## config.mk

```make
export PLATFORM = sky130hd
export DESIGN_NAME = asl_datapath
export DESIGN_NICKNAME = d
export VERILOG_FILES = /design/src/rtl/asl_pkg.sv /design/src/rtl/asl_cost.sv /design/src/rtl/asl_datapath.sv
export SDC_FILE = /design/constraint.sdc
export NUM_CORES = 1
export LEC_CHECK = 0
export BUFFER_PORTS_ARGS = -buffer_cell sky130_fd_sc_hd__clkbuf_2
export CAP_MARGIN = 40
export CORE_MARGIN = 1.5
export CORE_UTILIZATION = 49
export CTS_BUF_LIST = sky130_fd_sc_hd__clkbuf_8
export CTS_CLUSTER_DIAMETER = 60
export DETAILED_ROUTE_END_ITERATION = 6
export PLACE_DENSITY = 0.7
export SKIP_CTS_REPAIR_TIMING = 1
export SLEW_MARGIN = 20
export SYNTH_ARGS = -nofsm -noshare
export SYNTH_HDL_FRONTEND = slang
export SYNTH_HIERARCHICAL = 1
export SYNTH_SLANG_ARGS = --single-unit
```

## constraint.sdc

```tcl
create_clock -name mclk_in -period 3.2 [get_ports mclk_in]
set_input_delay 0.16 -clock mclk_in [delete_from_list [all_inputs] [get_ports mclk_in]]
set_output_delay 0.16 -clock mclk_in [all_outputs]
set_load 0.02 [all_outputs]
```

## src/rtl/asl_pkg.sv

```systemverilog
// Package of operation codes, operand forms and cycle counts for the subtract/logic/compare datapath.
package asl_pkg;
    typedef enum logic [2:0] {
        ASL_OP_MINUS,
        ASL_OP_MINUS_WITH_BORROW,
        ASL_OP_AND,
        ASL_OP_OR,
        ASL_OP_XOR,
        ASL_OP_COMPARE
    } asl_op_e;

    typedef enum logic [2:0] {
        ASL_FORM_ACC_IMM,
        ASL_FORM_SHORT_IMM,
        ASL_FORM_ACC_REG,
        ASL_FORM_REG_ACC,
        ASL_FORM_ACC_SHORT,
        ASL_FORM_ACC_ABS,
        ASL_FORM_ACC_PTR,
        ASL_FORM_ACC_PTR_IDX
    } asl_form_e;

    localparam int ASL_DATA_W   = 8;
    localparam int ASL_LEN_W    = 2;
    localparam int ASL_CNT_W    = 8;
    localparam int ASL_NIBBLE_B = 4;

    localparam logic [1:0] ASL_LEN_ONE   = 2'h1;
    localparam logic [1:0] ASL_LEN_TWO   = 2'h2;
    localparam logic [1:0] ASL_LEN_THREE = 2'h3;

    localparam logic [7:0] ASL_CLK_4 = 8'h04;
    localparam logic [7:0] ASL_CLK_5 = 8'h05;
    localparam logic [7:0] ASL_CLK_6 = 8'h06;
    localparam logic [7:0] ASL_CLK_8 = 8'h08;
    localparam logic [7:0] ASL_CLK_9 = 8'h09;

    localparam logic [7:0] ASL_ZERO_BYTE = 8'h00;
endpackage : asl_pkg

```

## src/rtl/asl_cost.sv

```systemverilog
// Instruction length and base cycle cost lookup for each operand form.
`timescale 1ns/1ps
`default_nettype none
module asl_cost
    import asl_pkg::*;
(
    input  wire asl_form_e  form_in,      // Operand form of the instruction
    input  wire logic       internal_in,  // Operand in internal high-speed RAM or no data access
    output logic [1:0]      len_out,      // Instruction length in bytes
    output logic [7:0]      base_out,     // Base clocks before read waits
    output logic            waits_out     // Read waits add to this form
);
    always_comb begin
        len_out   = ASL_LEN_TWO;
        base_out  = ASL_CLK_4;
        waits_out = 1'b0;
        unique case (form_in)
            ASL_FORM_ACC_IMM: begin
                len_out  = ASL_LEN_TWO;
                base_out = ASL_CLK_4;
            end
            ASL_FORM_SHORT_IMM: begin
                len_out  = ASL_LEN_THREE;
                base_out = internal_in ? ASL_CLK_6 : ASL_CLK_8;
            end
            ASL_FORM_ACC_REG, ASL_FORM_REG_ACC: begin
                len_out  = ASL_LEN_TWO;
                base_out = ASL_CLK_4;
            end
            ASL_FORM_ACC_SHORT: begin
                len_out  = ASL_LEN_TWO;
                base_out = internal_in ? ASL_CLK_4 : ASL_CLK_5;
            end
            ASL_FORM_ACC_ABS: begin
                len_out   = ASL_LEN_THREE;
                base_out  = internal_in ? ASL_CLK_8 : ASL_CLK_9;
                waits_out = !internal_in;
            end
            ASL_FORM_ACC_PTR: begin
                len_out   = ASL_LEN_ONE;
                base_out  = internal_in ? ASL_CLK_4 : ASL_CLK_5;
                waits_out = !internal_in;
            end
            ASL_FORM_ACC_PTR_IDX: begin
                len_out   = ASL_LEN_TWO;
                base_out  = internal_in ? ASL_CLK_8 : ASL_CLK_9;
                waits_out = !internal_in;
            end
        endcase
    end
endmodule : asl_cost
`default_nettype wire

```

## src/rtl/asl_datapath.sv

```systemverilog
// Subtract, logic and compare datapath with flag update and per-form cycle timing.
`timescale 1ns/1ps
`default_nettype none
module asl_datapath
    import asl_pkg::*;
(
    input  wire logic             mclk_in,        // CPU clock, one instruction clock per period
    input  wire logic             rst_in,         // Asynchronous reset, active high
    input  wire logic             start_in,       // One-cycle pulse: begin an instruction
    input  wire asl_op_e          op_in,          // Operation to perform
    input  wire asl_form_e        form_in,        // Operand form
    input  wire logic             internal_in,    // Operand in internal high-speed RAM or no data access
    input  wire logic [7:0]       dest_in,        // Destination operand byte
    input  wire logic [7:0]       src_in,         // Source operand byte
    input  wire logic             read_wait_in,   // Expansion-area read wait, one clock per high cycle on forms that take waits
    output logic                  busy_out,       // Instruction in progress
    output logic                  done_out,       // One-cycle pulse at the last instruction clock
    output logic [7:0]            result_out,     // Result byte, valid with done_out
    output logic                  write_acc_out,  // Write result to the accumulator
    output logic                  write_reg_out,  // Write result to the general register
    output logic                  write_mem_out,  // Write result to the short direct location
    output logic                  zero_flag_out,  // Result-null flag
    output logic                  nibble_carry_flag_out, // Nibble-carry flag
    output logic                  carry_flag_out, // Carry flag
    output logic [1:0]            len_out,        // Instruction length in bytes
    output logic [7:0]            clocks_out      // Clocks the instruction took, valid with done_out
);
    typedef enum logic [1:0] {ASL_IDLE, ASL_RUN} asl_state_e;

    asl_state_e  state;
    asl_op_e     op;
    asl_form_e   form;
    logic [7:0]  dest;
    logic [7:0]  src;
    logic [7:0]  remain;
    logic [7:0]  elapsed;
    logic        waits_ok;
    logic [1:0]  cost_len;
    logic [7:0]  cost_base;
    logic        cost_waits;
    logic [8:0]  diff;
    logic [4:0]  low_diff;
    logic [7:0]  next_result;
    logic        next_borrow;
    logic        next_half;
    logic        is_sub;
    logic        last_clk;

    asl_cost u_cost (
        .form_in     (form_in),
        .internal_in (internal_in),
        .len_out     (cost_len),
        .base_out    (cost_base),
        .waits_out   (cost_waits)
    );

    // Borrow in only for the with-borrow operation; plain minus and compare ignore the carry.
    always_comb begin
        logic bin;
        bin = (op == ASL_OP_MINUS_WITH_BORROW) ? carry_flag_out : 1'b0;
        diff     = {1'b0, dest} - {1'b0, src} - {8'h00, bin};
        low_diff = {1'b0, dest[3:0]} - {1'b0, src[3:0]} - {4'h0, bin};
        is_sub   = (op == ASL_OP_MINUS) || (op == ASL_OP_MINUS_WITH_BORROW) || (op == ASL_OP_COMPARE);
        next_borrow = diff[ASL_DATA_W];
        next_half   = low_diff[ASL_NIBBLE_B];
        unique case (op)
            ASL_OP_AND: next_result = dest & src;
            ASL_OP_OR:  next_result = dest | src;
            ASL_OP_XOR: next_result = dest ^ src;
            default:    next_result = diff[7:0];
        endcase
    end

    // The last clock is reached only when the base count is spent and no read wait stands on a form that takes waits.
    assign last_clk = (state == ASL_RUN) && (remain == 8'h01) && !(waits_ok && read_wait_in);

    // Each period of mclk_in is one instruction clock; timing assumes fetch from internal ROM.
    always_ff @(posedge mclk_in or posedge rst_in) begin
        if (rst_in) begin
            state    <= ASL_IDLE;
            remain   <= 8'h00;
            elapsed  <= 8'h00;
            waits_ok <= 1'b0;
        end else begin
            unique case (state)
                ASL_IDLE: begin
                    if (start_in) begin
                        state    <= ASL_RUN;
                        remain   <= cost_base - 8'h01;
                        elapsed  <= 8'h01;
                        waits_ok <= cost_waits;
                    end
                end
                ASL_RUN: begin
                    elapsed <= elapsed + 8'h01;
                    if (waits_ok && read_wait_in) begin
                        remain <= remain;
                    end else if (remain == 8'h01) begin
                        state <= ASL_IDLE;
                    end else begin
                        remain <= remain - 8'h01;
                    end
                end
                default: state <= ASL_IDLE;
            endcase
        end
    end

    always_ff @(posedge mclk_in or posedge rst_in) begin
        if (rst_in) begin
            op   <= ASL_OP_MINUS;
            form <= ASL_FORM_ACC_IMM;
            dest <= ASL_ZERO_BYTE;
            src  <= ASL_ZERO_BYTE;
        end else if (state == ASL_IDLE && start_in) begin
            op   <= op_in;
            form <= form_in;
            dest <= dest_in;
            src  <= src_in;
        end
    end

    always_ff @(posedge mclk_in or posedge rst_in) begin
        if (rst_in) begin
            busy_out <= 1'b0;
            len_out  <= ASL_LEN_TWO;
        end else begin
            if (state == ASL_IDLE && start_in) begin
                busy_out <= 1'b1;
                len_out  <= cost_len;
            end else if (last_clk) begin
                busy_out <= 1'b0;
            end
        end
    end

    always_ff @(posedge mclk_in or posedge rst_in) begin
        if (rst_in) begin
            done_out      <= 1'b0;
            result_out    <= ASL_ZERO_BYTE;
            write_acc_out <= 1'b0;
            write_reg_out <= 1'b0;
            write_mem_out <= 1'b0;
            clocks_out    <= 8'h00;
        end else begin
            done_out      <= last_clk;
            write_acc_out <= 1'b0;
            write_reg_out <= 1'b0;
            write_mem_out <= 1'b0;
            if (last_clk) begin
                result_out <= next_result;
                clocks_out <= elapsed + 8'h01;
                if (op != ASL_OP_COMPARE) begin
                    write_reg_out <= (form == ASL_FORM_REG_ACC);
                    write_mem_out <= (form == ASL_FORM_SHORT_IMM);
                    write_acc_out <= (form != ASL_FORM_REG_ACC) && (form != ASL_FORM_SHORT_IMM);
                end
            end
        end
    end

    // Logic operations keep nibble-carry and carry so chained tests survive them.
    always_ff @(posedge mclk_in or posedge rst_in) begin
        if (rst_in) begin
            zero_flag_out         <= 1'b0;
            nibble_carry_flag_out <= 1'b0;
            carry_flag_out        <= 1'b0;
        end else if (last_clk) begin
            zero_flag_out <= (next_result == ASL_ZERO_BYTE);
            if (is_sub) begin
                nibble_carry_flag_out <= next_half;
                carry_flag_out        <= next_borrow;
            end
        end
    end

    // Helper: cycles since start, for timing checks.
    logic [7:0] age;
    logic [7:0] wait_seen;
    always_ff @(posedge mclk_in or posedge rst_in) begin
        if (rst_in) begin
            age       <= 8'h00;
            wait_seen <= 8'h00;
        end else if (state == ASL_IDLE) begin
            age       <= start_in ? 8'h01 : 8'h00;
            wait_seen <= 8'h00;
        end else begin
            age       <= age + 8'h01;
            wait_seen <= wait_seen + {7'h00, waits_ok && read_wait_in};
        end
    end

    property p_imm_four;
        @(posedge mclk_in) disable iff (rst_in)
        (state == ASL_IDLE && start_in && form_in == ASL_FORM_ACC_IMM) |-> ##4 done_out;
    endproperty
    a_imm_four: assert property (p_imm_four) else $error("immediate form did not end in 4 clocks");

    // Counting starts one edge after the start, since the previous done pulse may still stand at it.
    property p_short_imm;
        @(posedge mclk_in) disable iff (rst_in)
        (state == ASL_IDLE && start_in && form_in == ASL_FORM_SHORT_IMM && !internal_in)
            |=> !done_out [*7] ##1 done_out;
    endproperty
    a_short_imm: assert property (p_short_imm) else $error("short immediate external form not 8 clocks");

    property p_idx_internal;
        @(posedge mclk_in) disable iff (rst_in)
        (state == ASL_IDLE && start_in && form_in == ASL_FORM_ACC_PTR_IDX && internal_in)
            |=> !done_out [*7] ##1 done_out;
    endproperty
    a_idx_internal: assert property (p_idx_internal) else $error("indexed internal form not 8 clocks");

    property p_len_ptr;
        @(posedge mclk_in) disable iff (rst_in)
        (state == ASL_IDLE && start_in && form_in == ASL_FORM_ACC_PTR) |=> (len_out == ASL_LEN_ONE);
    endproperty
    a_len_ptr: assert property (p_len_ptr) else $error("pointer form length not 1");

    property p_short_len;
        @(posedge mclk_in) disable iff (rst_in)
        (state == ASL_IDLE && start_in && form_in == ASL_FORM_ACC_SHORT) |=> (len_out == ASL_LEN_TWO);
    endproperty
    a_short_len: assert property (p_short_len) else $error("short direct form length not 2");

    property p_abs_len;
        @(posedge mclk_in) disable iff (rst_in)
        (state == ASL_IDLE && start_in && form_in == ASL_FORM_ACC_ABS) |=> (len_out == ASL_LEN_THREE);
    endproperty
    a_abs_len: assert property (p_abs_len) else $error("absolute form length not 3");

    property p_clock_sum;
        @(posedge mclk_in) disable iff (rst_in)
        last_clk |=> (clocks_out == $past(age) + 8'h01 && clocks_out >= $past(wait_seen) + ASL_CLK_4);
    endproperty
    a_clock_sum: assert property (p_clock_sum) else $error("reported clocks disagree with elapsed");

    property p_compare_nowrite;
        @(posedge mclk_in) disable iff (rst_in)
        (last_clk && op == ASL_OP_COMPARE) |=> !(write_acc_out || write_reg_out || write_mem_out);
    endproperty
    a_compare_nowrite: assert property (p_compare_nowrite) else $error("compare wrote a result");

    property p_reg_write;
        @(posedge mclk_in) disable iff (rst_in)
        (last_clk && op != ASL_OP_COMPARE && form == ASL_FORM_REG_ACC)
            |=> (write_reg_out && !write_acc_out && !write_mem_out);
    endproperty
    a_reg_write: assert property (p_reg_write) else $error("reverse register form wrote elsewhere");

    property p_logic_keeps;
        @(posedge mclk_in) disable iff (rst_in)
        (last_clk && !is_sub) |=> $stable(carry_flag_out) && $stable(nibble_carry_flag_out);
    endproperty
    a_logic_keeps: assert property (p_logic_keeps) else $error("logic op changed carry flags");

    property p_or_result;
        @(posedge mclk_in) disable iff (rst_in)
        (last_clk && op == ASL_OP_OR) |=> (result_out == ($past(dest) | $past(src)));
    endproperty
    a_or_result: assert property (p_or_result) else $error("disjunction result wrong");

    property p_xor_result;
        @(posedge mclk_in) disable iff (rst_in)
        (last_clk && op == ASL_OP_XOR) |=> (result_out == ($past(dest) ^ $past(src)));
    endproperty
    a_xor_result: assert property (p_xor_result) else $error("exclusive disjunction result wrong");

    property p_zero_flag;
        @(posedge mclk_in) disable iff (rst_in)
        done_out |-> (zero_flag_out == (result_out == ASL_ZERO_BYTE));
    endproperty
    a_zero_flag: assert property (p_zero_flag) else $error("zero flag does not match result");

    property p_nibble;
        @(posedge mclk_in) disable iff (rst_in)
        (last_clk && op == ASL_OP_MINUS) |=> (nibble_carry_flag_out == ($past(dest[3:0]) < $past(src[3:0])));
    endproperty
    a_nibble: assert property (p_nibble) else $error("nibble borrow wrong after minus");

    property p_borrow;
        @(posedge mclk_in) disable iff (rst_in)
        (last_clk && op == ASL_OP_MINUS) |=> (carry_flag_out == ($past(dest) < $past(src)));
    endproperty
    a_borrow: assert property (p_borrow) else $error("borrow flag wrong after minus");

    property p_borrow_chain;
        @(posedge mclk_in) disable iff (rst_in)
        (last_clk && op == ASL_OP_MINUS_WITH_BORROW)
            |=> (carry_flag_out == ({1'b0, $past(dest)} < ({1'b0, $past(src)} + {8'h00, $past(carry_flag_out)})));
    endproperty
    a_borrow_chain: assert property (p_borrow_chain) else $error("borrow flag wrong after chained minus");
endmodule : asl_datapath
`default_nettype wire

```

# Word-level counts from Yosys, hierarchy flattened
# Cells that the tools add are included.
[word_totals]
register_bits = 67
input_bits = 27
out_inout_bits = 26
[classes]
n_addsub = 7
eq_ne = 23
mux = 26
bitwise = 3
n_reduce_logical = 26
[op_table]
columns = ["operator", "count"]
rows = [
  ["$mux 8", 4],
  ["$pmux 8 s2", 2],
  ["$pmux 8 s4", 1],
  ["$pmux 8 s3", 1],
  ["$eq 3x3->1 const B", 6],
  ["$sub 8x1->8 const B", 2],
  ["$eq 3x2->1 const B", 5],
  ["$mux 1", 12],
  ["$eq 3x1->1 const B", 3],
  ["$sub 8x8->9", 1],
  ["$sub 9x1->9", 1],
  ["$add 8x1->8 const B", 1],
  ["$and 8x8->8", 1],
  ["$eq 8x1->1 const B", 1],
  ["$logic_not 8->1", 1],
  ["$or 8x8->8", 1],
  ["$xor 8x8->8", 1],
  ["$logic_not 3->1", 2],
  ["$mux 2", 3],
  ["$ne 2x2->1 const B", 3],
  ["$pmux 2 s3", 1],
  ["$reduce_and 2->1", 3],
  ["$reduce_or 2->1", 3],
  ["$reduce_or 3->1", 2],
  ["other kinds (17)", 24],
]

# Longest topological paths before layout
# Gate-level depths: netlist (run 1).
[depth]
ltp_word = 6
mapped_depth = 12

# Modules after synthesis
# The synthesis (run 1) kept the hierarchy.
[by_module_without_submodules]
columns = ["module", "n_inst", "cells_per_inst", "area_per_inst_um2", "seq_area_each_um2"]
rows = [
  ["asl_datapath", 1, 435, 3862.5, 1652.8],
  ["asl_cost", 1, 14, 96.3, 0.0],
]

# Worst setup path before layout (run 1)
# OpenSTA, ideal clock, no wires.
[synth_path]
kind = "reg-to-reg"
from = "reg op[0]"
to = "reg zero_flag_out"
arrival_ns = 2.844
t_required_ns = 3.124
setup_slack_ns = 0.280
path_stages_with_launch = 12
n_path_buf = 0
cell_sequence = "dfrtp_1 inv_1 nor2_1 nand3b_1 fa_1 fa_1 or2_4 a21oi_4 xor2_1 o21ai_1 or4_1 o21ai_1"
[synth_between]
elab_chain_cells = 5
word_cells_on_any_way = 8
cone_classes = "add/sub (1); eq/ne (4); mux (2); reduce/logical (1)"
[synth_lines]
columns = ["item", "line", "source"]
rows = [
  ["from (decl)", "asl_datapath.sv:31", "asl_op_e op;"],
  ["from (signal assigned)", "asl_datapath.sv:116", "op <= op_in;"],
  ["$eq 3x1->1", "asl_datapath.sv:60", "bin = (op == ASL_OP_MINUS_WITH_BORROW) ? carry_flag_out : 1'b0;"],
  ["$mux 1", "asl_datapath.sv:60", ""],
  ["$sub 9x1->9", "asl_datapath.sv:61", "diff = {1'b0, dest} - {1'b0, src} - {8'h00, bin};"],
  ["$pmux 8 s3 *", "asl_datapath.sv:66", "unique case (op)"],
  ["$logic_not 8->1 *", "asl_datapath.sv:169", "zero_flag_out <= (next_result == ASL_ZERO_BYTE);"],
  ["to (signal assigned)", "asl_datapath.sv:169", ""],
  ["to (decl)", "asl_datapath.sv:22", "output logic zero_flag_out,"],
]
# Every way passes the cells marked *; elsewhere a longest branch is shown, timed or not.
# A chain may end at the register's enable or synchronous reset.

# Final worst setup path (run 1)
[layout_path]
from = "reg op[1]"
to = "reg zero_flag_out"
# Same word-level chain as after synthesis.

==> run_summary.xml, run 1 <==
<?xml version="1.0" encoding="UTF-8"?>
<metrics>
  <group name="worst_setup_path">
    <metric name="rr_startpoint" unit="">op[1]$_DFFE_PP0P_</metric>
    <metric name="worst_path_max_delay_cell" unit="">or4_1</metric>
    <metric name="worst_setup_path_end_kind" unit="">register</metric>
    <metric name="critical_path.cell_chain" unit="">nor2_1 -&gt; nand3b_1 -&gt; fa_1 -&gt; fa_1 -&gt; or2_4 -&gt; a21oi_4 -&gt; xor2_1 -&gt; o21ai_1 -&gt; or4_1 -&gt; o21ai_1</metric>
    <metric name="crit_required" unit="ps">3490</metric>
    <metric name="critical_path.startpoint_type" unit="">register</metric>
    <metric name="worst_path_largest_cell_delay" unit="ps">500</metric>
    <metric name="critical-path-top-delay-family" unit="">simple AND/OR/NAND/NOR gates</metric>
    <metric name="timing.reg2reg.worst_path_depth" unit="">10</metric>
    <metric name="timing.rr.end" unit="">zero_flag_out$_DFFE_PP0P_</metric>
    <metric name="regToRegSetupSlack" unit="ps">260</metric>
    <metric name="timing_worst_setup_path_type" unit="">reg2reg</metric>
    <metric name="critical_path.max_fanout" unit="">4</metric>
    <metric name="worst_ep_arrival_time" unit="ps">3220</metric>
    <metric name="cp.buffers_inverters" unit="">0</metric>
  </group>
  <group name="route">
    <metric name="drt_first_iter_violations" unit="">146</metric>
    <metric name="detail_route.wirelength" unit="um">8480</metric>
    <metric name="detailroute.via_count" unit="">3212</metric>
    <metric name="dr_vias_cell" unit="">5.25</metric>
    <metric name="drt_drc_violations_left" unit="">0</metric>
    <metric name="antenna_left" unit="">0</metric>
    <metric name="dr.pass1.iters" unit="">4</metric>
    <metric name="routedWlPerCell" unit="um">13.8</metric>
  </group>
  <group name="sta">
    <metric name="finalSetupViolations" unit="">0</metric>
    <metric name="slew-limit-headroom" unit="%">62.9</metric>
    <metric name="rsz0062_at_grt" unit="">no</metric>
    <metric name="timing_worst_slew_pin_value" unit="ps">557</metric>
    <metric name="final.period_utilization" unit="%">91.7</metric>
    <metric name="final.setup_skew" unit="ps">11.1</metric>
    <metric name="final_critical_path_setup_slack" unit="ps">264</metric>
    <metric name="report.final.slew_viol_count" unit="">0</metric>
    <metric name="timing.hold.ws" unit="ps">4.89</metric>
    <metric name="finalHoldViolCount" unit="">0</metric>
    <metric name="fmaxAchievable" unit="GHz">0.341</metric>
    <metric name="final_period_minus_worst_setup_slack" unit="ps">2940</metric>
    <metric name="total_negative_slack" unit="ps">0</metric>
  </group>
  <group name="synthesis">
    <metric name="ys.flop_type" unit="">dfrtp_1</metric>
    <metric name="seq_area_frac_synth" unit="%">41.8</metric>
    <metric name="synth.yosys.warnings" unit="">6</metric>
    <metric name="synth_cell_type_count" unit="">59</metric>
    <metric name="asyncSetResetFlopFracSynth" unit="%">100</metric>
    <metric name="postSynthCellCount" unit="">449</metric>
    <metric name="synth-edff-count" unit="">0</metric>
    <metric name="postSynthAreaPerCell" unit="um2">8.82</metric>
    <metric name="ys_seq_elements" unit="">66</metric>
    <metric name="synth.cell_area" unit="mm2">0.00396</metric>
  </group>
  <group name="floorplan">
    <metric name="core_ar" unit="mm2">0.00777</metric>
    <metric name="die_x" unit="um">92.9</metric>
    <metric name="floorplan.rows" unit="">32</metric>
    <metric name="die_area" unit="mm2">0.00863</metric>
    <metric name="io_pins" unit="">53</metric>
    <metric name="start_util" unit="%">51.0</metric>
    <metric name="die-height" unit="um">92.9</metric>
  </group>
  <group name="final_layout">
    <metric name="layoutNonFillerInstCount" unit="">612</metric>
    <metric name="diodes" unit="">0</metric>
    <metric name="nNetsFinal" unit="">568</metric>
    <metric name="most_frequent_cells_in_the_layout" unit="">73 x nand2_1, 65 x dfrtp_1, 52 x clkbuf_2</metric>
    <metric name="combined_area_of_the_multi_input_logic_cells" unit="mm2">0.00209</metric>
    <metric name="layout.core_utilization" unit="%">58.6</metric>
    <metric name="layout.cells.most_common" unit="">nand2_1</metric>
    <metric name="fill_cells" unit="">715</metric>
    <metric name="flow.area_growth_from_synthesis" unit="%">15.0</metric>
    <metric name="final_layout_size_suffix_gt1_share" unit="%">17.8</metric>
    <metric name="sequential_cell_area" unit="mm2">0.00165</metric>
  </group>
  <group name="clock_network">
    <metric name="clock_insertion_delay_worst_skew" unit="ps">360</metric>
    <metric name="tritoncts" unit="">done</metric>
    <metric name="clock_tree.buffer_depth" unit="">2</metric>
    <metric name="cts.sinks" unit="">66</metric>
    <metric name="clk_pin_slew" unit="ps">80</metric>
    <metric name="numCtsBuffers" unit="">9</metric>
    <metric name="cts.htree.levels" unit="">3</metric>
    <metric name="clock_root_cell" unit="">clkbuf_8</metric>
  </group>
  <group name="pwr">
    <metric name="power.internal" unit="W">0.00274</metric>
    <metric name="p_switching" unit="W">0.00217</metric>
    <metric name="power.leakage" unit="nW">2.14</metric>
    <metric name="register_share_of_total_power" unit="%">29.7</metric>
    <metric name="power_density_over_the_cells" unit="mW/mm2">1080</metric>
    <metric name="part_of_the_power_in_the_clock_network" unit="%">16.2</metric>
    <metric name="vdd.ir_drop.worst" unit="V">0.000493</metric>
    <metric name="comb_pwr_share" unit="%">54.0</metric>
    <metric name="swShare" unit="%">44.2</metric>
  </group>
  <group name="place">
    <metric name="post-place-cells" unit="">595</metric>
    <metric name="dpl.hpwl" unit="um">6360</metric>
    <metric name="port_buffers" unit="">52</metric>
    <metric name="dp_slack" unit="ps">296</metric>
    <metric name="place_congestion" unit="">0.923</metric>
  </group>
  <group name="grt">
    <metric name="grt_max_degree" unit="">45</metric>
    <metric name="antenna_found_initial" unit="">0</metric>
    <metric name="wire_length_of_the_first_global_routing_pass" unit="um">14600</metric>
    <metric name="grt_overflow" unit="">0</metric>
    <metric name="gr-usage-all-layers" unit="%">21.7</metric>
    <metric name="first_global_vias" unit="">3055</metric>
  </group>
  <group name="status">
    <metric name="run_status" unit="">complete, no violations</metric>
  </group>
  <group name="worst_hold_path">
    <metric name="holdPathEnd" unit="">dest[1]$_DFFE_PP0P_</metric>
    <metric name="timing.hold.worst.class" unit="">in2reg</metric>
    <metric name="worst_hold_path_stage_count" unit="">3</metric>
    <metric name="hold_path.startpoint" unit="">dest_in[1]</metric>
  </group>
  <group name="job">
    <metric name="number_of_max_capacitance_violations_reported" unit="">0</metric>
  </group>
</metrics>
metal layers:
metal / track usage [%] / wire length (um)
met4: 9.34 / 170
met3: 3.28 / 246
met5: 0 / 0
met2: 32.8 / 3740
met1: 30.8 / 4320
cell usage after synthesis, types with 3 or more instances:
cell type / count / area share, %
a21o_1: 7 / 1.3
and3_1: 3 / 0.47
o21ai_0: 52 / 6.6
a21oi_1: 24 / 3.0
nand2_1: 73 / 6.9
nor2_1: 38 / 3.6
o21a_1: 3 / 0.57
dfrtp_1: 65 / 41
nor3_1: 8 / 1.0
ha_1: 34 / 11
nor2b_1: 5 / 0.79
o22ai_1: 5 / 0.79
buf_4: 5 / 0.95
xor2_1: 9 / 2.0
nand2b_1: 5 / 0.79
buf_2: 4 / 0.51
xnor2_1: 10 / 2.2
a22oi_1: 3 / 0.57
inv_1: 30 / 2.8
clkbuf_1: 9 / 0.85
nand3_1: 6 / 0.76
tightest hold or removal path, stage by stage:
cell and delay (ps):
clkbuf_2 80, nand2_1 30, o21ai_0 60
stage by stage:
step | power, W | area (um2)
after floorplan | 0.00343 | 3970
after global placement | 0.00402 | 4320
after detailed placement | 0.00410 | 4320
after CTS | 0.00493 | 4540
after global routing | 0.00539 | 4550
final | 0.00491 | 4550
power groups by stage:
stage	logic [W]	registers, W	clock network, W
floorplan	0.00188	0.00155	0
global placement	0.00257	0.00146	0
detailed placement	0.00262	0.00147	0
CTS	0.00265	0.00146	0.000818
global route	0.00301	0.00152	0.000856
finish	0.00265	0.00146	0.000797
state kept, by name (all words and copies together), names as in the netlist, 2 cells and up:
| register | count |
|---|---|
| dest | 8 |
| form | 3 |
| remain | 8 |
| clocks_out | 8 |
| len_out | 2 |
| src | 8 |
| result_out | 8 |
| op | 3 |
| elapsed | 8 |
how the worst max path moves through the flow:
stage                                      to  cells past startpoint  slack (ps)         startpoint
global placement    zero_flag_out$_DFFE_PP0P_                     10         360  op[1]$_DFFE_PP0P_
floorplan           zero_flag_out$_DFFE_PP0P_                     11         280  op[0]$_DFFE_PP0P_
detailed placement  zero_flag_out$_DFFE_PP0P_                     11         300  op[0]$_DFFE_PP0P_
CTS                 zero_flag_out$_DFFE_PP0P_                     11         260  op[0]$_DFFE_PP0P_
finish              zero_flag_out$_DFFE_PP0P_                     10         260  op[1]$_DFFE_PP0P_
global route        zero_flag_out$_DFFE_PP0P_                     11         100  op[0]$_DFFE_PP0P_
cells by family after synthesis:
kind of cell	synth area share (%)
AOI/OAI and AO/OA	16.9
xor gates and xnor gates	4.20
adders and majority gates	11.8
buffers and inverters	5.72
DFF	41.8
muxes	0.822
other	0.0947
and+or+nand+nor	18.7
area by class of cell:
cell class / count / area share [%]
multi-input cells: 334 / 46.0
inverters: 33 / 2.72
flip-flops and latches: 66 / 36.3
repair buffers: 61 / 7.25
clock inverters: 7 / 2.25
well taps: 102 / 2.80
clock buffers: 9 / 2.72
(Power assumes the default switching activity.)
==> run 2, diff against run 1 <==
--- a/config.mk
+++ b/config.mk
@@ -13,5 +13,5 @@
 export CTS_CLUSTER_DIAMETER = 60
 export DETAILED_ROUTE_END_ITERATION = 6
-export PLACE_DENSITY = 0.7
+export PLACE_DENSITY = 0.81
 export SKIP_CTS_REPAIR_TIMING = 1
 export SLEW_MARGIN = 20
==> constraint.sdc (replaced) <==
create_clock -name mclk_in -period 3.2 [get_ports mclk_in]
set_input_delay 0.48 -clock mclk_in [delete_from_list [all_inputs] [get_ports mclk_in]]
set_output_delay 0.48 -clock mclk_in [all_outputs]
set_load 0.02 [all_outputs]
==> run 2 against run 1 <==
Sequential power barely moved. Final cell count is 0.16% lower. Worst setup slack gained 3.1 ps. Sequential share of layout area rose by 0.10 points. Maximum frequency rose by 0.11%. Non-clock buffer count is 1 lower. Core utilization down 0.16 points. Combinational power about the same. Hold slack gained 90 ps. Global-route usage about the same. Routed wire length up 0.61%. Die area is the same.
==> run_summary.xml, run 2 (synthesis gave the netlist of run 1 again) <==
<?xml version="1.0" encoding="UTF-8"?>
<metrics>
  <group name="worst_setup_path">
    <metric name="critical_path.startpoint_type" unit="">register</metric>
    <metric name="timing_worst_setup_path_type" unit="">reg2reg</metric>
    <metric name="crit_required" unit="ps">3480</metric>
    <metric name="path_common_cell" unit="">o21ai_1</metric>
    <metric name="critical_path.cell_chain" unit="">inv_1 -&gt; nor2_1 -&gt; nand3b_1 -&gt; fa_1 -&gt; fa_2 -&gt; or2_4 -&gt; a21oi_4 -&gt; xor2_1 -&gt; o21ai_1 -&gt; or4_1 -&gt; o21ai_1</metric>
    <metric name="worst_ep_arrival_time" unit="ps">3220</metric>
    <metric name="worst_path_max_delay_cell" unit="">or4_1</metric>
    <metric name="worst_path_largest_cell_delay" unit="ps">500</metric>
    <metric name="worst_setup_path_end_kind" unit="">register</metric>
    <metric name="critical_path.max_fanout" unit="">6</metric>
    <metric name="timing.reg2reg.worst_path_depth" unit="">11</metric>
  </group>
  <group name="final_layout">
    <metric name="flow.area_growth_from_synthesis" unit="%">14.7</metric>
    <metric name="final_layout_size_suffix_gt1_share" unit="%">18.1</metric>
    <metric name="layoutNonFillerInstCount" unit="">611</metric>
    <metric name="most_frequent_cells_in_the_layout" unit="">73 x nand2_1, 65 x dfrtp_1, 52 x o21ai_0, 52 x clkbuf_2, 38 x nor2_1</metric>
    <metric name="layout.cells.most_common" unit="">nand2_1</metric>
    <metric name="nNetsFinal" unit="">567</metric>
    <metric name="diodes" unit="">0</metric>
  </group>
  <group name="place">
    <metric name="dpl.hpwl" unit="um">6220</metric>
    <metric name="place_congestion" unit="">0.937</metric>
    <metric name="post-place-cells" unit="">594</metric>
    <metric name="port_buffers" unit="">52</metric>
  </group>
  <group name="route">
    <metric name="drt_first_iter_violations" unit="">164</metric>
    <metric name="detailroute.via_count" unit="">3261</metric>
    <metric name="routedWlPerCell" unit="um">14.0</metric>
    <metric name="drt_drc_violations_left" unit="">0</metric>
    <metric name="dr_vias_cell" unit="">5.34</metric>
    <metric name="detail_route.wirelength" unit="um">8530</metric>
    <metric name="antenna_left" unit="">0</metric>
    <metric name="dr.pass1.iters" unit="">4</metric>
  </group>
  <group name="floorplan">
    <metric name="io_pins" unit="">53</metric>
    <metric name="die-height" unit="um">92.9</metric>
    <metric name="die_x" unit="um">92.9</metric>
    <metric name="floorplan.rows" unit="">32</metric>
    <metric name="start_util" unit="%">51.0</metric>
    <metric name="core_ar" unit="mm2">0.00777</metric>
    <metric name="die_area" unit="mm2">0.00863</metric>
  </group>
  <group name="grt">
    <metric name="gr-usage-all-layers" unit="%">21.6</metric>
    <metric name="grt_max_degree" unit="">67</metric>
    <metric name="wire_length_of_the_first_global_routing_pass" unit="um">14500</metric>
    <metric name="grt_overflow" unit="">0</metric>
    <metric name="antenna_found_initial" unit="">0</metric>
    <metric name="first_global_vias" unit="">3119</metric>
  </group>
  <group name="sta">
    <metric name="final.period_utilization" unit="%">91.6</metric>
    <metric name="finalHoldViolCount" unit="">0</metric>
    <metric name="final_period_minus_worst_setup_slack" unit="ps">2930</metric>
    <metric name="final.setup_skew" unit="ps">10.4</metric>
    <metric name="fmaxAchievable" unit="GHz">0.341</metric>
    <metric name="timing.hold.ws" unit="ps">95.0</metric>
    <metric name="rsz0062_at_grt" unit="">no</metric>
    <metric name="report.final.slew_viol_count" unit="">0</metric>
    <metric name="total_negative_slack" unit="ps">0</metric>
    <metric name="finalSetupViolations" unit="">0</metric>
  </group>
  <group name="clock_network">
    <metric name="clk_pin_slew" unit="ps">80</metric>
    <metric name="numCtsBuffers" unit="">9</metric>
    <metric name="cts.htree.levels" unit="">3</metric>
    <metric name="clock_tree.buffer_depth" unit="">2</metric>
    <metric name="cts.sinks" unit="">66</metric>
    <metric name="clock_insertion_delay_worst_skew" unit="ps">350</metric>
    <metric name="tritoncts" unit="">done</metric>
    <metric name="clock_root_cell" unit="">clkbuf_8</metric>
  </group>
  <group name="job">
    <metric name="number_of_max_capacitance_violations_reported" unit="">0</metric>
  </group>
  <group name="status">
    <metric name="run_status" unit="">complete, no violations</metric>
  </group>
  <group name="pwr">
    <metric name="power_density_over_the_cells" unit="mW/mm2">1060</metric>
    <metric name="power.leakage" unit="nW">2.13</metric>
    <metric name="p_total" unit="W">0.00482</metric>
    <metric name="vdd.ir_drop.worst" unit="V">0.000478</metric>
  </group>
  <group name="worst_hold_path">
    <metric name="timing.hold.worst.class" unit="">in2async</metric>
  </group>
</metrics>
run 2: cell count changes in the layout (fill, tap and decap cells not counted), sizes merged:
cell | before | now
clkbuf | 61 | 62
clkinv | 5 | 3
bufinv | 2 | 1
dlygate4sd3 | 1 | 0
clkinvlp | 0 | 2
run 2: where the power goes:
| part | switching (W) | internal (W) |
|---|---|---|
| registers | 0.000286 | 0.00118 |
| clock network | 0.000338 | 0.000380 |
| logic | 0.00153 | 0.00111 |
| total | 0.00215 | 0.00267 |
run 2: layer usage:
layer  track usage [%]  wire [um]
met3              4.35        328
met2              32.4       3820
met5                 0          0
met1              29.9       4140
met4              10.2        234
run 2: worst max-delay path, delay by kind of cell (launching register included):
family	cells	cell delay, ps
flops	1	350
fa+ha+maj	2	830
xor+xnor	1	160
simple gates	4	1040
buf+inv	1	100
compound gates	3	380
run 2: per-stage QoR:
| stage | util [%] | area, um2 | setup WS [ps] |
|---|---|---|---|
| global route | 58.5 | 4540 | 56.8 |
| CTS | 58.1 | 4510 | 213 |
| finish | 58.5 | 4540 | 268 |
| floorplan | - | 3970 | 280 |
| global placement | 55.5 | 4310 | 311 |
| detailed placement | 55.5 | 4310 | 241 |
run 2: worst paths after layout:
| kind | start | to | slack (ps) |
|---|---|---|---|
| max in group asynchronous | rst_in | len_out[1]$_DFFE_PP1P_ | 2530 |
| min | rst_in | clocks_out[2]$_DFFE_PP0P_ | 90 |
| max reg2reg | op[0]$_DFFE_PP0P_ | zero_flag_out$_DFFE_PP0P_ | 270 |
| min reg2reg | len_out[1]$_DFFE_PP1P_ | len_out[1]$_DFFE_PP1P_ | 470 |
| min in group mclk_in | src_in[4] | src[4]$_DFFE_PP0P_ | 330 |
| max | op[0]$_DFFE_PP0P_ | zero_flag_out$_DFFE_PP0P_ | 270 |
run 2: layout make-up:
cell class	instances	area, um2
fillers	723	3230
multi-input cells	334	2100
flip-flops and latches	66	1650
repair buffers	60	340
clock buffers	10	138
well taps	102	128
inverters	33	124
clock inverters	6	63.8
==> run 3, diff against run 2 <==
Settings changed: BUFFER_PORTS_ARGS -buffer_cell sky130_fd_sc_hd__clkbuf_2 to -buffer_cell sky130_fd_sc_hd__buf_2.
==> run 3 against run 2 <==
Clock power is 11% lower. Die area unchanged. Maximum frequency decreased by 1.7%. Sequential share of layout area grew 0.36 points. Combinational power is 2% higher. First-iteration DRC count is 35% higher. Highest routed layer unchanged. Core utilization decreased by 0.58 points. Hold slack lost 63 ps. Global-route usage is 0.11 points higher. Via count up 0.49%. Sequential power hardly changed.
==> run_summary.xml, run 3 (synthesis gave the netlist of run 1 again) <==
<?xml version="1.0" encoding="UTF-8"?>
<metrics>
  <group name="status">
    <metric name="run_status" unit="">complete, no violations</metric>
  </group>
  <group name="sta">
    <metric name="report.final.slew_viol_count" unit="">0</metric>
    <metric name="slew-limit-headroom" unit="%">59.6</metric>
    <metric name="final_period_minus_worst_setup_slack" unit="ps">2980</metric>
    <metric name="finalHoldViolCount" unit="">0</metric>
    <metric name="total_negative_slack" unit="ps">0</metric>
    <metric name="finalSetupViolations" unit="">0</metric>
    <metric name="final.setup_skew" unit="ps">11.9</metric>
    <metric name="timing_worst_slew_pin_value" unit="ps">590</metric>
    <metric name="rsz0062_at_grt" unit="">no</metric>
    <metric name="final.period_utilization" unit="%">93.2</metric>
    <metric name="fmaxAchievable" unit="GHz">0.335</metric>
  </group>
  <group name="worst_setup_path">
    <metric name="worst_setup_path_end_kind" unit="">register</metric>
    <metric name="worst_ep_arrival_time" unit="ps">3250</metric>
    <metric name="crit_required" unit="ps">3470</metric>
    <metric name="timing.reg2reg.worst_path_depth" unit="">11</metric>
    <metric name="critical_path.max_fanout" unit="">6</metric>
    <metric name="timing_worst_setup_path_type" unit="">reg2reg</metric>
    <metric name="critical_path.startpoint_type" unit="">register</metric>
  </group>
  <group name="grt">
    <metric name="wire_length_of_the_first_global_routing_pass" unit="um">14700</metric>
    <metric name="first_global_vias" unit="">3157</metric>
    <metric name="antenna_found_initial" unit="">0</metric>
    <metric name="gr-usage-all-layers" unit="%">21.8</metric>
    <metric name="grt_max_degree" unit="">46</metric>
    <metric name="grt_overflow" unit="">0</metric>
  </group>
  <group name="floorplan">
    <metric name="floorplan.rows" unit="">32</metric>
    <metric name="start_util" unit="%">51.0</metric>
    <metric name="die_x" unit="um">92.9</metric>
    <metric name="core_ar" unit="mm2">0.00777</metric>
    <metric name="die_area" unit="mm2">0.00863</metric>
    <metric name="io_pins" unit="">53</metric>
    <metric name="die-height" unit="um">92.9</metric>
  </group>
  <group name="route">
    <metric name="drt_drc_violations_left" unit="">0</metric>
    <metric name="antenna_left" unit="">0</metric>
    <metric name="detailroute.via_count" unit="">3277</metric>
    <metric name="detail_route.wirelength" unit="um">8670</metric>
    <metric name="drt_first_iter_violations" unit="">222</metric>
    <metric name="routedWlPerCell" unit="um">14.2</metric>
    <metric name="dr_vias_cell" unit="">5.36</metric>
    <metric name="dr.pass1.iters" unit="">5</metric>
  </group>
  <group name="final_layout">
    <metric name="layout.cells.most_common" unit="">nand2_1</metric>
    <metric name="layout.core_utilization" unit="%">57.9</metric>
    <metric name="sequential_cell_area" unit="mm2">0.00165</metric>
    <metric name="combined_area_of_the_multi_input_logic_cells" unit="mm2">0.00210</metric>
    <metric name="nNetsFinal" unit="">567</metric>
    <metric name="fill_cells" unit="">687</metric>
    <metric name="final_layout_size_suffix_gt1_share" unit="%">18.1</metric>
    <metric name="diodes" unit="">0</metric>
    <metric name="most_frequent_cells_in_the_layout" unit="">73 x nand2_1, 65 x dfrtp_1, 52 x o21ai_0, 52 x buf_2, 38 x nor2_1</metric>
    <metric name="flow.area_growth_from_synthesis" unit="%">13.6</metric>
  </group>
  <group name="clock_network">
    <metric name="cts.htree.levels" unit="">3</metric>
    <metric name="cts.sinks" unit="">66</metric>
    <metric name="tritoncts" unit="">done</metric>
    <metric name="clock_insertion_delay_worst_skew" unit="ps">350</metric>
    <metric name="clock_root_cell" unit="">clkbuf_8</metric>
    <metric name="clock_tree.buffer_depth" unit="">2</metric>
    <metric name="clk_pin_slew" unit="ps">80</metric>
    <metric name="numCtsBuffers" unit="">9</metric>
  </group>
  <group name="job">
    <metric name="number_of_max_capacitance_violations_reported" unit="">0</metric>
  </group>
  <group name="place">
    <metric name="port_buffers" unit="">52</metric>
    <metric name="dpl.hpwl" unit="um">6480</metric>
    <metric name="place_congestion" unit="">0.972</metric>
  </group>
  <group name="pwr">
    <metric name="power.leakage" unit="nW">2.09</metric>
    <metric name="power_density_over_the_cells" unit="mW/mm2">1070</metric>
    <metric name="vdd.ir_drop.worst" unit="V">0.000462</metric>
    <metric name="p_total" unit="W">0.00480</metric>
  </group>
  <group name="worst_hold_path">
    <metric name="timing.hold.worst.class" unit="">in2async</metric>
  </group>
</metrics>
[run 3: changes by cell type in the layout (fill, tap and decap cells not counted)]
cell,delta
buf_2,+52
buf_16,-1
inv_6,+1
bufinv_16,-1
clkinv_2,-1
clkbuf_2,-52
clkbuf_8,-1
clkinvlp_4,+2
buf_4,+1
[run 3: final timing paths]
kind / start / end / slack [ps]
setup reg to reg: op[0]$_DFFE_PP0P_ / zero_flag_out$_DFFE_PP0P_ / 220
hold / removal: rst_in / clocks_out[6]$_DFFE_PP0P_ / 30
setup / recovery: op[0]$_DFFE_PP0P_ / zero_flag_out$_DFFE_PP0P_ / 220
hold reg to reg: len_out[1]$_DFFE_PP1P_ / len_out[1]$_DFFE_PP1P_ / 470
min in group mclk_in: dest_in[1] / dest[1]$_DFFE_PP0P_ / 330
max in group asynchronous: rst_in / len_out[1]$_DFFE_PP1P_ / 2420
[run 3: through the flow]
step           area, um2  setup slack (ps)  std cells  hold WS, ps
3_5_place_dp        4320               203        595          409
3_3_place_gp        4320               298        595          402
4_1_cts             4490               169        611         31.3
5_1_grt             4500              43.2        611         50.8
6_report            4500               217        611         31.8
2_1_floorplan       3970               280        452          421
[run 3: area by class of cell]
type / instances / share of cell area (%)
Clock buffer: 9 / 2.75
Timing Repair Buffer: 60 / 7.12
Multi-Input combinational cell: 334 / 46.6
Tap cell: 102 / 2.84
Inverter: 33 / 2.75
Sequential cell: 66 / 36.8
Clock inverter: 7 / 1.17
[run 3: report_power, final]
part           switching [W]  total [W]  internal, W
registers           0.000280    0.00146      0.00118
clock network       0.000357   0.000642     0.000284
logic                0.00158    0.00269      0.00111
total                0.00222    0.00480      0.00258
[run 3: routing by layer]
layer | share of wire (%) | global-route usage (%)
met4 | 1.5 | 9.47
met2 | 46 | 33.8
met1 | 47 | 30.1
met3 | 5.5 | 3.28
met5 | 0 | 0
[run 3: critical path, cell delays in order (launching register included)]
cell and delay, ps:
dfrtp_1 360, inv_1 100, nor2_1 140, nand3b_1 130, fa_1 440, fa_2 390, or2_4 280, a21oi_4 170
xor2_1 160, o21ai_1 90, or4_1 500, o21ai_1 140
